### src/rtl/wdt_pkg.sv
// Shared constants, types and register map of the watchdog mode control
package wdt_pkg;

	////////////////////////////////////////////////////////////////////////////
	// Register byte offsets on the Wishbone slave
	localparam logic [7:0] WDT_OFS_CTRL   = 8'h00;
	localparam logic [7:0] WDT_OFS_STAT   = 8'h04;
	localparam logic [7:0] WDT_OFS_CLEAR  = 8'h08;
	localparam logic [7:0] WDT_OFS_ENABLE = 8'h0c;

	////////////////////////////////////////////////////////////////////////////
	// Control register bit positions
	localparam int WDT_BIT_FLAG = 7;
	localparam int WDT_BIT_IE   = 6;
	localparam int WDT_BIT_P3   = 5;
	localparam int WDT_BIT_CE   = 4;
	localparam int WDT_BIT_RE   = 3;

	// Event bit positions in status, clear and enable registers
	localparam int WDT_EV_FLAG   = 0;
	localparam int WDT_EV_RESET  = 1;
	localparam int WDT_EV_CE_END = 2;
	localparam int WDT_EV_W      = 3;

	////////////////////////////////////////////////////////////////////////////
	// Reset values and counts
	localparam logic [7:0]          WDT_CTRL_RST  = 8'h00;
	localparam logic [WDT_EV_W-1:0] WDT_EV_RST    = 3'h0;
	localparam logic [2:0]          WDT_CE_CYCLES = 3'h4;

	////////////////////////////////////////////////////////////////////////////
	// Watchdog modes, Gray coded along stopped, interrupt, combined, reset
	typedef enum logic [1:0] {
		WDT_MODE_STOP  = 2'b00,
		WDT_MODE_IRQ   = 2'b01,
		WDT_MODE_BOTH  = 2'b11,
		WDT_MODE_RESET = 2'b10
	} wdt_mode_e;

	// Control register image, bit 7 first
	typedef struct packed {
		logic       flag;
		logic       ie;
		logic       p3;
		logic       ce;
		logic       re;
		logic [2:0] p210;
	} wdt_ctrl_s;

	// Sticky event group
	typedef struct packed {
		logic ce_end;
		logic reset;
		logic flag;
	} wdt_ev_s;

endpackage : wdt_pkg

### src/rtl/wdt_mode_dec.sv
// Mode decoder of the watchdog configuration inputs
`timescale 1ns/100ps
module wdt_mode_dec
	import wdt_pkg::*;
(
	// Configuration
	input  wire logic      clk_mon_i,
	input  wire logic      fuse_i,
	input  wire logic      re_i,
	input  wire logic      ie_i,
	// Decoded mode
	output wdt_mode_e      mode_o
);

	////////////////////////////////////////////////////////////////////////////
	// Priority: all off stops, then monitor or fuse force reset
	always_comb
	begin
		if (!fuse_i && !re_i && !ie_i)
			mode_o = WDT_MODE_STOP;
		else if (clk_mon_i)
			mode_o = WDT_MODE_RESET;
		else if (fuse_i)
			mode_o = WDT_MODE_RESET;
		else if (re_i && ie_i)
			mode_o = WDT_MODE_BOTH;
		else if (ie_i)
			mode_o = WDT_MODE_IRQ;
		else
			mode_o = WDT_MODE_RESET;
	end

endmodule : wdt_mode_dec

### src/rtl/wdt_ce_timer.sv
// Change-enable window timer: holds the bit for a fixed number of cycles
`timescale 1ns/100ps
module wdt_ce_timer
	import wdt_pkg::*;
(
	// Clock and reset
	input  wire logic clk_i,
	input  wire logic rst_i,
	// Control
	input  wire logic start_i,
	// Status
	output logic      ce_o,
	output logic      expired_o
);

	logic [2:0] cnt_q;
	logic [2:0] cnt_d;
	logic       exp_d;

	////////////////////////////////////////////////////////////////////////////
	// A new write restarts the window rather than extending a stale one
	always_comb
	begin
		cnt_d = cnt_q;
		exp_d = 1'b0;
		if (start_i)
			cnt_d = WDT_CE_CYCLES;
		else if (cnt_q != 3'h0)
		begin
			cnt_d = cnt_q - 3'h1;
			exp_d = (cnt_q == 3'h1);
		end
	end

	// Register stage
	always_ff @(posedge clk_i)
	begin
		if (rst_i)
		begin
			cnt_q     <= 3'h0;
			expired_o <= 1'b0;
		end
		else
		begin
			cnt_q     <= cnt_d;
			expired_o <= exp_d;
		end
	end

	assign ce_o = (cnt_q != 3'h0);

endmodule : wdt_ce_timer

### src/rtl/wdt_mode_ctrl.sv
// Watchdog mode control with a classic Wishbone register slave
`timescale 1ns/100ps
module wdt_mode_ctrl
	import wdt_pkg::*;
(
	// Clock and reset
	input  wire logic        clk_i,
	input  wire logic        rst_i,
	// Wishbone classic slave
	input  wire logic        cyc_i,
	input  wire logic        stb_i,
	input  wire logic        we_i,
	input  wire logic [7:0]  adr_i,
	input  wire logic [3:0]  sel_i,
	input  wire logic [31:0] dat_i,
	output logic      [31:0] dat_o,
	output logic             ack_o,
	// Core and timer side
	input  wire logic        gie_i,
	input  wire logic        vec_ack_i,
	input  wire logic        timeout_i,
	input  wire logic        clk_mon_i,
	input  wire logic        fuse_i,
	// Watchdog outputs
	output logic             wdt_irq_o,
	output logic             sys_reset_o,
	output logic      [3:0]  period_o,
	output logic             run_o,
	output logic             irq_o
);

	////////////////////////////////////////////////////////////////////////////
	// Declarations
	// Bus side
	logic                ack_d;
	logic [31:0]         dat_d;
	logic                acc;
	logic                wr;
	logic                wr_ctrl;
	logic                wr_clear;
	logic                wr_enable;
	wdt_ctrl_s           wv;
	wdt_ctrl_s           rd_ctrl;

	// Control register fields
	logic                flag_q;
	logic                flag_d;
	logic                ie_q;
	logic                ie_d;
	logic                re_q;
	logic                re_d;
	logic [3:0]          per_q;
	logic [3:0]          per_d;

	// Change window and decoded mode
	logic                ce;
	logic                ce_end;
	wdt_mode_e           mode;

	// Time-out actions and output next values
	logic                rst_ev;
	logic                flag_ev;
	logic                wirq_d;
	logic                sysrst_d;
	logic                run_d;

	// Event group
	wdt_ev_s             stat_q;
	wdt_ev_s             stat_d;
	logic [WDT_EV_W-1:0] en_q;
	logic [WDT_EV_W-1:0] en_d;
	logic                irq_d;

	////////////////////////////////////////////////////////////////////////////
	// Submodules
	// Mode follows the register fields and the two level inputs at once
	wdt_mode_dec u_dec (
		.clk_mon_i (clk_mon_i),
		.fuse_i    (fuse_i),
		.re_i      (re_q),
		.ie_i      (ie_q),
		.mode_o    (mode)
	);

	// The window starts on any control write with the change bit set
	wdt_ce_timer u_ce (
		.clk_i     (clk_i),
		.rst_i     (rst_i),
		.start_i   (wr_ctrl && wv.ce),
		.ce_o      (ce),
		.expired_o (ce_end)
	);

	////////////////////////////////////////////////////////////////////////////
	// Bus decode; writes land on the edge that shows ack to the master.
	// Committing on the ack edge keeps a request that the master abandons
	// before its answer from touching any register.
	assign acc       = cyc_i && stb_i;
	assign wr        = acc && we_i && ack_o && sel_i[0];
	assign wr_ctrl   = wr && (adr_i == WDT_OFS_CTRL);
	assign wr_clear  = wr && (adr_i == WDT_OFS_CLEAR);
	assign wr_enable = wr && (adr_i == WDT_OFS_ENABLE);
	assign wv        = wdt_ctrl_s'(dat_i[7:0]);

	// Control register image for reads
	always_comb
	begin
		rd_ctrl      = wdt_ctrl_s'(8'h00);
		rd_ctrl.flag = flag_q;
		rd_ctrl.ie   = ie_q;
		rd_ctrl.p3   = per_q[3];
		rd_ctrl.ce   = ce;
		rd_ctrl.re   = re_q;
		rd_ctrl.p210 = per_q[2:0];
	end

	// Ack one cycle after the strobe, then drop; unmapped reads give zero.
	// Read data is captured together with ack and then held, so a master
	// that samples late still sees the same word.
	always_comb
	begin
		ack_d = acc && !ack_o;
		dat_d = dat_o;
		if (acc && !ack_o)
		begin
			case (adr_i)
				WDT_OFS_CTRL:   dat_d = {24'h000000, rd_ctrl};
				WDT_OFS_STAT:   dat_d = {29'h00000000, stat_q};
				WDT_OFS_ENABLE: dat_d = {29'h00000000, en_q};
				default:        dat_d = 32'h00000000;
			endcase
		end
	end

	always_ff @(posedge clk_i)
	begin
		if (rst_i)
		begin
			ack_o <= 1'b0;
			dat_o <= 32'h00000000;
		end
		else
		begin
			ack_o <= ack_d;
			dat_o <= dat_d;
		end
	end

	////////////////////////////////////////////////////////////////////////////
	// Time-out actions by mode.
	// Combined mode uses the pending flag as its memory: a time-out that
	// finds the flag still set means the handler never ran.
	always_comb
	begin
		flag_ev = 1'b0;
		rst_ev  = 1'b0;
		if (timeout_i)
		begin
			case (mode)
				WDT_MODE_IRQ:   flag_ev = 1'b1;
				WDT_MODE_BOTH:
				begin
					if (flag_q)
						rst_ev = 1'b1;
					else
						flag_ev = 1'b1;
				end
				WDT_MODE_RESET: rst_ev = 1'b1;
				default:        rst_ev = 1'b0;
			endcase
		end
	end

	// Control fields; a time-out set beats any clear in the same cycle.
	// Vector handling follows the bus write, so a handler that rewrites
	// the enable in that same cycle still loses it in combined mode.
	always_comb
	begin
		flag_d = flag_q;
		ie_d   = ie_q;
		re_d   = re_q;
		per_d  = per_q;
		if (wr_ctrl)
		begin
			ie_d = wv.ie;
			if (wv.flag)
				flag_d = 1'b0;
			// Setting the reset enable is always safe, clearing is not
			if (ce)
			begin
				re_d  = wv.re;
				per_d = {wv.p3, wv.p210};
			end
			else
				re_d = re_q || wv.re;
		end
		if (vec_ack_i)
		begin
			flag_d = 1'b0;
			if (mode == WDT_MODE_BOTH)
				ie_d = 1'b0;
		end
		if (flag_ev)
			flag_d = 1'b1;
	end

	always_ff @(posedge clk_i)
	begin
		if (rst_i)
		begin
			flag_q <= WDT_CTRL_RST[WDT_BIT_FLAG];
			ie_q   <= WDT_CTRL_RST[WDT_BIT_IE];
			re_q   <= WDT_CTRL_RST[WDT_BIT_RE];
			per_q  <= {WDT_CTRL_RST[WDT_BIT_P3], WDT_CTRL_RST[2:0]};
		end
		else
		begin
			flag_q <= flag_d;
			ie_q   <= ie_d;
			re_q   <= re_d;
			per_q  <= per_d;
		end
	end

	////////////////////////////////////////////////////////////////////////////
	// Registered outputs; clock monitoring blocks the interrupt request.
	// Each output is a flop so that no decode glitch reaches core or timer.
	always_comb
	begin
		wirq_d   = gie_i && ie_q && flag_q && !clk_mon_i;
		sysrst_d = rst_ev;
		run_d    = (mode != WDT_MODE_STOP);
	end

	always_ff @(posedge clk_i)
	begin
		if (rst_i)
		begin
			wdt_irq_o   <= 1'b0;
			sys_reset_o <= 1'b0;
			period_o    <= {WDT_CTRL_RST[WDT_BIT_P3], WDT_CTRL_RST[2:0]};
			run_o       <= 1'b0;
		end
		else
		begin
			wdt_irq_o   <= wirq_d;
			sys_reset_o <= sysrst_d;
			period_o    <= per_q;
			run_o       <= run_d;
		end
	end

	////////////////////////////////////////////////////////////////////////////
	// Sticky events, write-one clear, enable mask; set wins over clear.
	// Status only holds events; the mask is separate so that software
	// can poll the status with the level output kept quiet.
	always_comb
	begin
		stat_d = stat_q;
		en_d   = en_q;
		if (wr_clear)
			stat_d = stat_q & ~wdt_ev_s'(dat_i[WDT_EV_W-1:0]);
		if (wr_enable)
			en_d = dat_i[WDT_EV_W-1:0];
		if (flag_ev)
			stat_d.flag = 1'b1;
		if (rst_ev)
			stat_d.reset = 1'b1;
		if (ce_end)
			stat_d.ce_end = 1'b1;
		irq_d = |(stat_q & en_q);
	end

	always_ff @(posedge clk_i)
	begin
		if (rst_i)
		begin
			stat_q <= wdt_ev_s'(WDT_EV_RST);
			en_q   <= WDT_EV_RST;
			irq_o  <= 1'b0;
		end
		else
		begin
			stat_q <= stat_d;
			en_q   <= en_d;
			irq_o  <= irq_d;
		end
	end

endmodule : wdt_mode_ctrl

### config.mk
export PLATFORM = sky130hd
export DESIGN_NAME = wdt_mode_ctrl
export DESIGN_NICKNAME = d
export VERILOG_FILES = /design/src/rtl/wdt_pkg.sv /design/src/rtl/wdt_mode_dec.sv /design/src/rtl/wdt_ce_timer.sv /design/src/rtl/wdt_mode_ctrl.sv
export SDC_FILE = /design/constraint.sdc
export NUM_CORES = 1
export LEC_CHECK = 0
export ABC_AREA = 1
export BUFFER_PORTS_ARGS = -buffer_cell sky130_fd_sc_hd__buf_2
export CAP_MARGIN = 25
export CORE_ASPECT_RATIO = 0.5
export CORE_UTILIZATION = 46
export DETAILED_ROUTE_END_ITERATION = 8
export MAX_ROUTING_LAYER = met4
export PLACE_DENSITY = 0.84
export SLEW_MARGIN = 15
export SYNTH_ARGS = -nofsm -noshare
export SYNTH_HDL_FRONTEND = slang
export SYNTH_SLANG_ARGS = --single-unit
### constraint.sdc
create_clock -name clk_i -period 2.1 [get_ports clk_i]
set_clock_uncertainty 0.15 [all_clocks]
set_input_delay 0.105 -clock clk_i [delete_from_list [all_inputs] [get_ports clk_i]]
set_output_delay 0.105 -clock clk_i [all_outputs]
set_load 0.01 [all_outputs]
==> results of run 1 <==
## cell families (layout without fill, tap and decap cells)
logic type / count (synthesis) / after routing / synth area share, %
simple gates: 95 / 95 / 26.0
buf+inv: 51 / 85 / 18.2
compound gates: 34 / 34 / 10.7
flops: 34 / 34 / 42.0
fa+ha+maj: 3 / 3 / 2.32
other cells: 1 / 24 / 0.231
xor+xnor: 1 / 1 / 0.540
## worst max-delay path, stage by stage (launching register included)
cell and delay (ns):
dfxtp_1 0.36, nand3_1 0.15, nor2_4 0.25, nand2_1 0.12, o21ai_0 0.19, nor2_1 0.05, dlygate4sd3_1 0.55
## power by group through the flow
| stage | registers [mW] | logic, mW | clock network, mW |
|---|---|---|---|
| 3_5_place_dp | 0.718 | 0.248 | 0 |
| 2_1_floorplan | 0.717 | 0.212 | 0 |
| 6_report | 0.705 | 0.267 | 0.441 |
| 4_1_cts | 0.704 | 0.265 | 0.454 |
| 3_3_place_gp | 0.715 | 0.237 | 0 |
| 5_1_grt | 0.708 | 0.307 | 0.477 |
## through the flow
stage / cell area [um2] / hold slack (ns)
after floorplan: 1710 / 0.0324
after global placement: 1780 / 0.137
after detailed placement: 1780 / 0.140
after CTS: 1970 / 0.00777
after global routing: 1970 / 0.0371
final: 1970 / 0.0196
## synth_stat cells
cell       n
a21oi_1   19
a21oi_2    1
buf_1      1
buf_2      1
buf_4     25
buf_6      1
clkbuf_2   1
conb_1     1
dfxtp_1   34
ha_1       3
inv_1     22
nand2_1   35
nand2_2    1
nand3_1   24
nand3_2    2
nand3b_1   1
nor2_1    29
nor2_4     2
nor3_1     1
o21ai_0   14
xor2_1     1
## layout make-up
cell class,instances,area [um2],area share [%]
Multi-Input combinational cell,157,732,37.1
Inverter,22,82.6,4.18
Sequential cell,34,681,34.5
Tap cell,48,60.1,3.04
Clock buffer,7,76.3,3.87
Timing Repair Buffer,56,343,17.4
## flip-flops by register name, indices dropped and copies added (netlist names)
signal and cells:
run_o 1, sys_reset_o 1, u_ce.expired_o 1, flag_q 1
re_q 1, wdt_irq_o 1, irq_o 1, period_o 4
en_q 3, dat_o 8, ie_q 1, u_ce.cnt_q 3
ack_o 1, stat_q 3, per_q 4
## final timing paths
check | startpoint | end | slack (ns) | cells past startpoint
setup reg to reg | ack_o$_SDFF_PP0_ | ie_q$_SDFF_PP0_ | 0.17 | 6
setup / recovery | ack_o$_SDFF_PP0_ | ie_q$_SDFF_PP0_ | 0.17 | 6
hold reg to reg | u_ce.expired_o$_SDFF_PP0_ | stat_q[2]$_SDFFE_PP0P_ | 0.30 | 2
hold / removal | timeout_i | flag_q$_SDFFE_PP0P_ | 0.02 | 3
## layer usage
metal	up-vias	part of all wire [%]
met1	677	41
met4	0	3.2
met3	12	8.3
met2	85	47
met5	-	0
li1	762	-
==> metrics.md, run 1 <==
| Metric | Value |
|---|---|
| Min cycle time layout | `1.93 ns` |
| GRT met2 Usage | `33.8%` |
| Die Area | `3780 um2` |
| Max-capacitance violation count | `0` |
| Initial Util | `51.1%` |
| Synth Warn # | `0` |
| Final ANT Viol Nets | `0` |
| Hold crit path type | `primary input to flop` |
| Synthesized area | `1620 um2` |
| Clock transition at the registers of the reported paths | `0.06 ns` |
| Switching Share | `28.2%` |
| Setup ws final | `0.173 ns` |
| Synth area leaders | `dfxtp_1, buf_4, nand2_1` |
| NetSw | `399 uW` |
| Internal power | `1.01 mW` |
| Synth area leader | `dfxtp_1` |
| Kind of critical path | `flop to flop` |
| Worst EP required | `2.12 ns` |
| Power Density | `716 nW/um2` |
| Fin cells | `324` |
| Row Count | `14` |
| WL final | `3540 um` |
| TritonRoute pass-1 iters | `4` |
| Setup bufs post-CTS | `0` |
| Met3 usage | `4.76%` |
| Setup slack after placement | `0.557 ns` |
| Clk Latency, worst-skew pair | `0.28 ns` |
| Placed cells | `305` |
| Port buffer count | `43` |
| Fin crit share | `91.8%` |
| Chip width | `86.0 um` |
| Register area share after synthesis | `42.0%` |
| Synth Register Bits | `34` |
| Fill cells | `257` |
| First-pass GRT wire length | `5540 um` |
| Synthesis-to-layout area growth | `21.8%` |
| Final #Nets | `333` |
| Grt peak-use layer | `met2` |
| Setup crit end kind | `flop` |
| Final Util | `62.3%` |
| Vias after detailed routing | `1536` |
| Grt ovf | `0` |
| Worst path arrival time | `1.95 ns` |
| Tot GR Track Use | `20.6%` |
| CTS hold repair buffers | `12` |
| Max Clk Rate | `519 MHz` |
| Sequential power share | `49.9%` |
| Crit-path max FO | `9` |
| Clock buffer depth | `2` |
| Largest net degree at the start of global routing | `18` |
| Endpoints failing setup | `0` |
| Number of top-level pins | `95` |
| Avg Cell Area, Syn | `7.40 um2` |
| Status | `complete, no violations` |
| Initial antenna violation count | `0` |
| DP Wirelength | `2300 um` |
| Startpoint Class | `flop` |
| RD Place Congestion | `0.877` |
| Vias per cell | `4.74` |
| 1st-iter DRT viols | `63` |
| N_diodes | `0` |
| RSZ-0062 raised after global routing | `no` |
| Die height | `44.0 um` |
| Commonest non-fill, non-tap cells in the layout | `buf_2, nand2_1, dfxtp_1` |
| Lkg Pwr | `0.948 nW` |
| Vias in the first global route | `1300` |
| Final hold vios | `0` |
| Cells after Synth | `219` |
| Combinational power share | `18.9%` |
| Area of the core | `3170 um2` |
| Clock sink count | `34` |
| Post-CTS sizing | `0` |
| DRC errors left | `0` |
| TritonCTS Buffers | `5` |
| Routed length per placed instance | `10.9 um` |
| Met1 usage | `23.0%` |
| Yosys top cell area share | `42.0%` |
| Count of cell types in the netlist | `21` |
| CTS tree | `done` |
| Root buffer cell | `clkbuf_8` |
| Slew Viols, Final | `0` |
| Maximum vdd drop | `418 uV` |
| Setup TNS | `0 ns` |
| Most common cell after layout, fill and taps aside | `buf_2` |
| Fraction of layout cells with a size suffix above 1 | `19.9%` |
| Overall power | `1.41 mW` |
| H-Tree Depth | `2` |
| Clk network pwr share | `31.2%` |
Note: power is estimated with default switching activity, not from simulation.
==> run 2: changes to the inputs <==
==> constraint.sdc (replaced) <==
create_clock -name clk_i -period 2.1 [get_ports clk_i]
set_clock_uncertainty 0.15 [all_clocks]
set_input_delay 0.525 -clock clk_i [delete_from_list [all_inputs] [get_ports clk_i]]
set_output_delay 0.525 -clock clk_i [all_outputs]
set_load 0.01 [all_outputs]
==> run 2 against run 1 <==
Combinational power fell by 4%. Hold slack improved by 0.24 ns. Sequential power barely moved. Die area did not move. Register-to-register slack improved by 0.38 ns. Fmax rose by 24%. Largest cell class unchanged. First-iteration DRC count rose by 44%.
==> metrics.md, run 2 (synthesis results as in run 1) <==
| Metric | Value |
|---|---|
| 1st-iter DRT viols | `91 (was 63)` |
| DRC errors left | `0 (unchanged)` |
| Worst reg-to-reg path cell count | `6 (unchanged)` |
| Port buffer count | `43 (unchanged)` |
| Largest net degree at the start of global routing | `18 (unchanged)` |
| TritonRoute pass-1 iters | `4 (unchanged)` |
| Tot GR Track Use | `18.7% (was 20.6%)` |
| Critical-path cell list | `inv_1 -> ha_1 -> nand2_1 -> nand3_2 -> o21ai_0 -> a21oi_1 (was nand3_1 -> nor2_4 -> nand2_1 -> o21ai_0 -> nor2_1 -> dlygate4sd3_1)` |
| Vias per cell | `4.56 (was 4.74)` |
| Area of the core | `3170 um2 (unchanged)` |
| RSZ-0062 raised after global routing | `no (unchanged)` |
| Largest register FFs | `8 (unchanged)` |
| Critical-path top delay cell | `dfxtp_1 (was dlygate4sd3_1)` |
| Final ANT Viol Nets | `0 (unchanged)` |
| Max Clk Rate | `645 MHz (was 519 MHz)` |
| Post-CTS sizing | `0 (unchanged)` |
| Final Util | `59.0% (was 62.3%)` |
| Crit-path max FO | `9 (unchanged)` |
| DP Wirelength | `2410 um (was 2300 um)` |
| Min cycle time layout | `1.55 ns (was 1.93 ns)` |
| FF-to-FF End | `per_q[0]$_SDFFE_PP0P_ (was ie_q$_SDFF_PP0_)` |
| Vias in the first global route | `1198 (was 1300)` |
| Chip width | `86.0 um (unchanged)` |
| Final #Nets | `323 (was 333)` |
| Initial Util | `51.1% (unchanged)` |
| Hold EP | `wdt_irq_o$_SDFF_PP0_ (was flag_q$_SDFFE_PP0P_)` |
| Power Density | `756 nW/um2 (was 716 nW/um2)` |
| Startpoint Class | `flop (unchanged)` |
| Fin crit share | `73.8% (was 91.8%)` |
| Kind of critical path | `flop to flop (unchanged)` |
| Hold crit path type | `primary input to flop (unchanged)` |
| Most common cell after layout, fill and taps aside | `buf_2 (unchanged)` |
| Fin Hold WS | `0.260 ns (was 0.0196 ns)` |
| Clock transition at the registers of the reported paths | `0.07 ns (was 0.06 ns)` |
| Final hold vios | `0 (unchanged)` |
| First-pass GRT wire length | `5130 um (was 5540 um)` |
| Worst path arrival time | `1.58 ns (was 1.95 ns)` |
| Status | `complete, no violations (unchanged)` |
| H-Tree Depth | `2 (unchanged)` |
| Setup bufs post-CTS | `0 (unchanged)` |
| Die height | `44.0 um (unchanged)` |
| Hold wc startpoint | `clk_mon_i (was timeout_i)` |
| Maximum vdd drop | `514 uV (was 418 uV)` |
| CTS tree | `done (unchanged)` |
| Grt ovf | `0 (unchanged)` |
| TritonCTS Buffers | `5 (unchanged)` |
| Max-capacitance violation count | `0 (unchanged)` |
| N_diodes | `0 (unchanged)` |
| Biggest regs | `dat_o (8), per_q (4), period_o (4) (unchanged)` |
| Clk Latency, worst-skew pair | `0.29 ns (was 0.28 ns)` |
| Synthesis-to-layout area growth | `15.3% (was 21.8%)` |
| CTS hold repair buffers | `0 (was 12)` |
| Hold path depth | `2 (was 3)` |
| Reg2Reg Setup Slack | `0.55 ns (was 0.17 ns)` |
| RD Place Congestion | `0.929 (was 0.877)` |
| Initial antenna violation count | `0 (unchanged)` |
| Commonest non-fill, non-tap cells in the layout | `buf_2, nand2_1, dfxtp_1 (unchanged)` |
| Clock buffer depth | `2 (unchanged)` |
| Fraction of layout cells with a size suffix above 1 | `21.4% (was 19.9%)` |
| Row Count | `14 (unchanged)` |
| Routed length per placed instance | `10.3 um (was 10.9 um)` |
| Slew Viols, Final | `0 (unchanged)` |
| Reg-to-Reg Start | `u_ce.cnt_q[0]$_SDFFE_PP0N_ (was ack_o$_SDFF_PP0_)` |
| Vias after detailed routing | `1431 (was 1536)` |
| Lkg Pwr | `0.903 nW (was 0.948 nW)` |
| WL final | `3230 um (was 3540 um)` |
| Clock sink count | `34 (unchanged)` |
| Endpoints failing setup | `0 (unchanged)` |
| Slowest cell delay on critical path | `0.35 ns (was 0.55 ns)` |
| Die Area | `3780 um2 (unchanged)` |
| Number of top-level pins | `95 (unchanged)` |
| Setup crit end kind | `flop (unchanged)` |
| Overall power | `1.41 mW (about the same)` |
| Worst EP required | `2.13 ns (was 2.12 ns)` |
| Reg with most FFs | `dat_o (unchanged)` |
| Setup TNS | `0 ns (unchanged)` |
| Root buffer cell | `clkbuf_8 (unchanged)` |
-- run 2: cell types whose count changed in the layout (fill, tap and decap cells not counted), sizes merged --
cell and delta:
buf +2, dlygate4sd3 -12
-- run 2: cell type report --
class                      instances  area, um2
fill                             299       1300
multi-input combinational        157        732
sequential                        34        681
timing repair buffer              46        238
inverter                          22       82.6
clock buffer                       7       76.3
tap                               48       60.1
-- run 2: where the power goes --
part | internal [mW] | switching, mW | leakage, nW
combinational | 0.0915 | 0.163 | 0.588
clock | 0.228 | 0.224 | 0.0383
sequential | 0.684 | 0.0216 | 0.276
total | 1.00 | 0.409 | 0.903
-- run 2: worst max-delay path by stage --
stage                                     startpoint                    end  slack [ns]  cells past startpoint
after global routing      u_ce.cnt_q[0]$_SDFFE_PP0N_  per_q[1]$_SDFFE_PP0P_        0.41                      6
final                     u_ce.cnt_q[0]$_SDFFE_PP0N_  per_q[0]$_SDFFE_PP0P_        0.55                      6
after detailed placement                    adr_i[7]        ie_q$_SDFF_PP0_        0.29                      8
after floorplan                             adr_i[5]        ie_q$_SDFF_PP0_        0.59                      7
after global placement                      adr_i[5]        ie_q$_SDFF_PP0_        0.31                      8
after CTS                                   adr_i[7]        ie_q$_SDFF_PP0_        0.54                      8
-- run 2: through the flow --
| stage | setup WS (ns) | instance area, um2 | cells |
|---|---|---|---|
| 2_1_floorplan | 0.594 | 1710 | 242 |
| 3_3_place_gp | 0.314 | 1790 | 307 |
| 5_1_grt | 0.409 | 1870 | 314 |
| 4_1_cts | 0.544 | 1870 | 314 |
| 6_report | 0.549 | 1870 | 314 |
| 3_5_place_dp | 0.292 | 1790 | 307 |
-- run 2: per-layer routing --
layer | share of wire (%) | GRT usage, % | up-vias
met5 | 0 | - | -
met4 | 2.0 | 10.0 | 0
met3 | 6.4 | 4.19 | 8
met2 | 46 | 30.6 | 49
met1 | 45 | 21.8 | 631
li1 | - | - | 743
-- run 2: worst max-delay path: cells and delay by family, from the launching register on --
family	cells	cell delay, ns
flops	1	0.35
simple gates	2	0.35
compound gates	2	0.26
fa+ha+maj	1	0.23
buf+inv	1	0.09
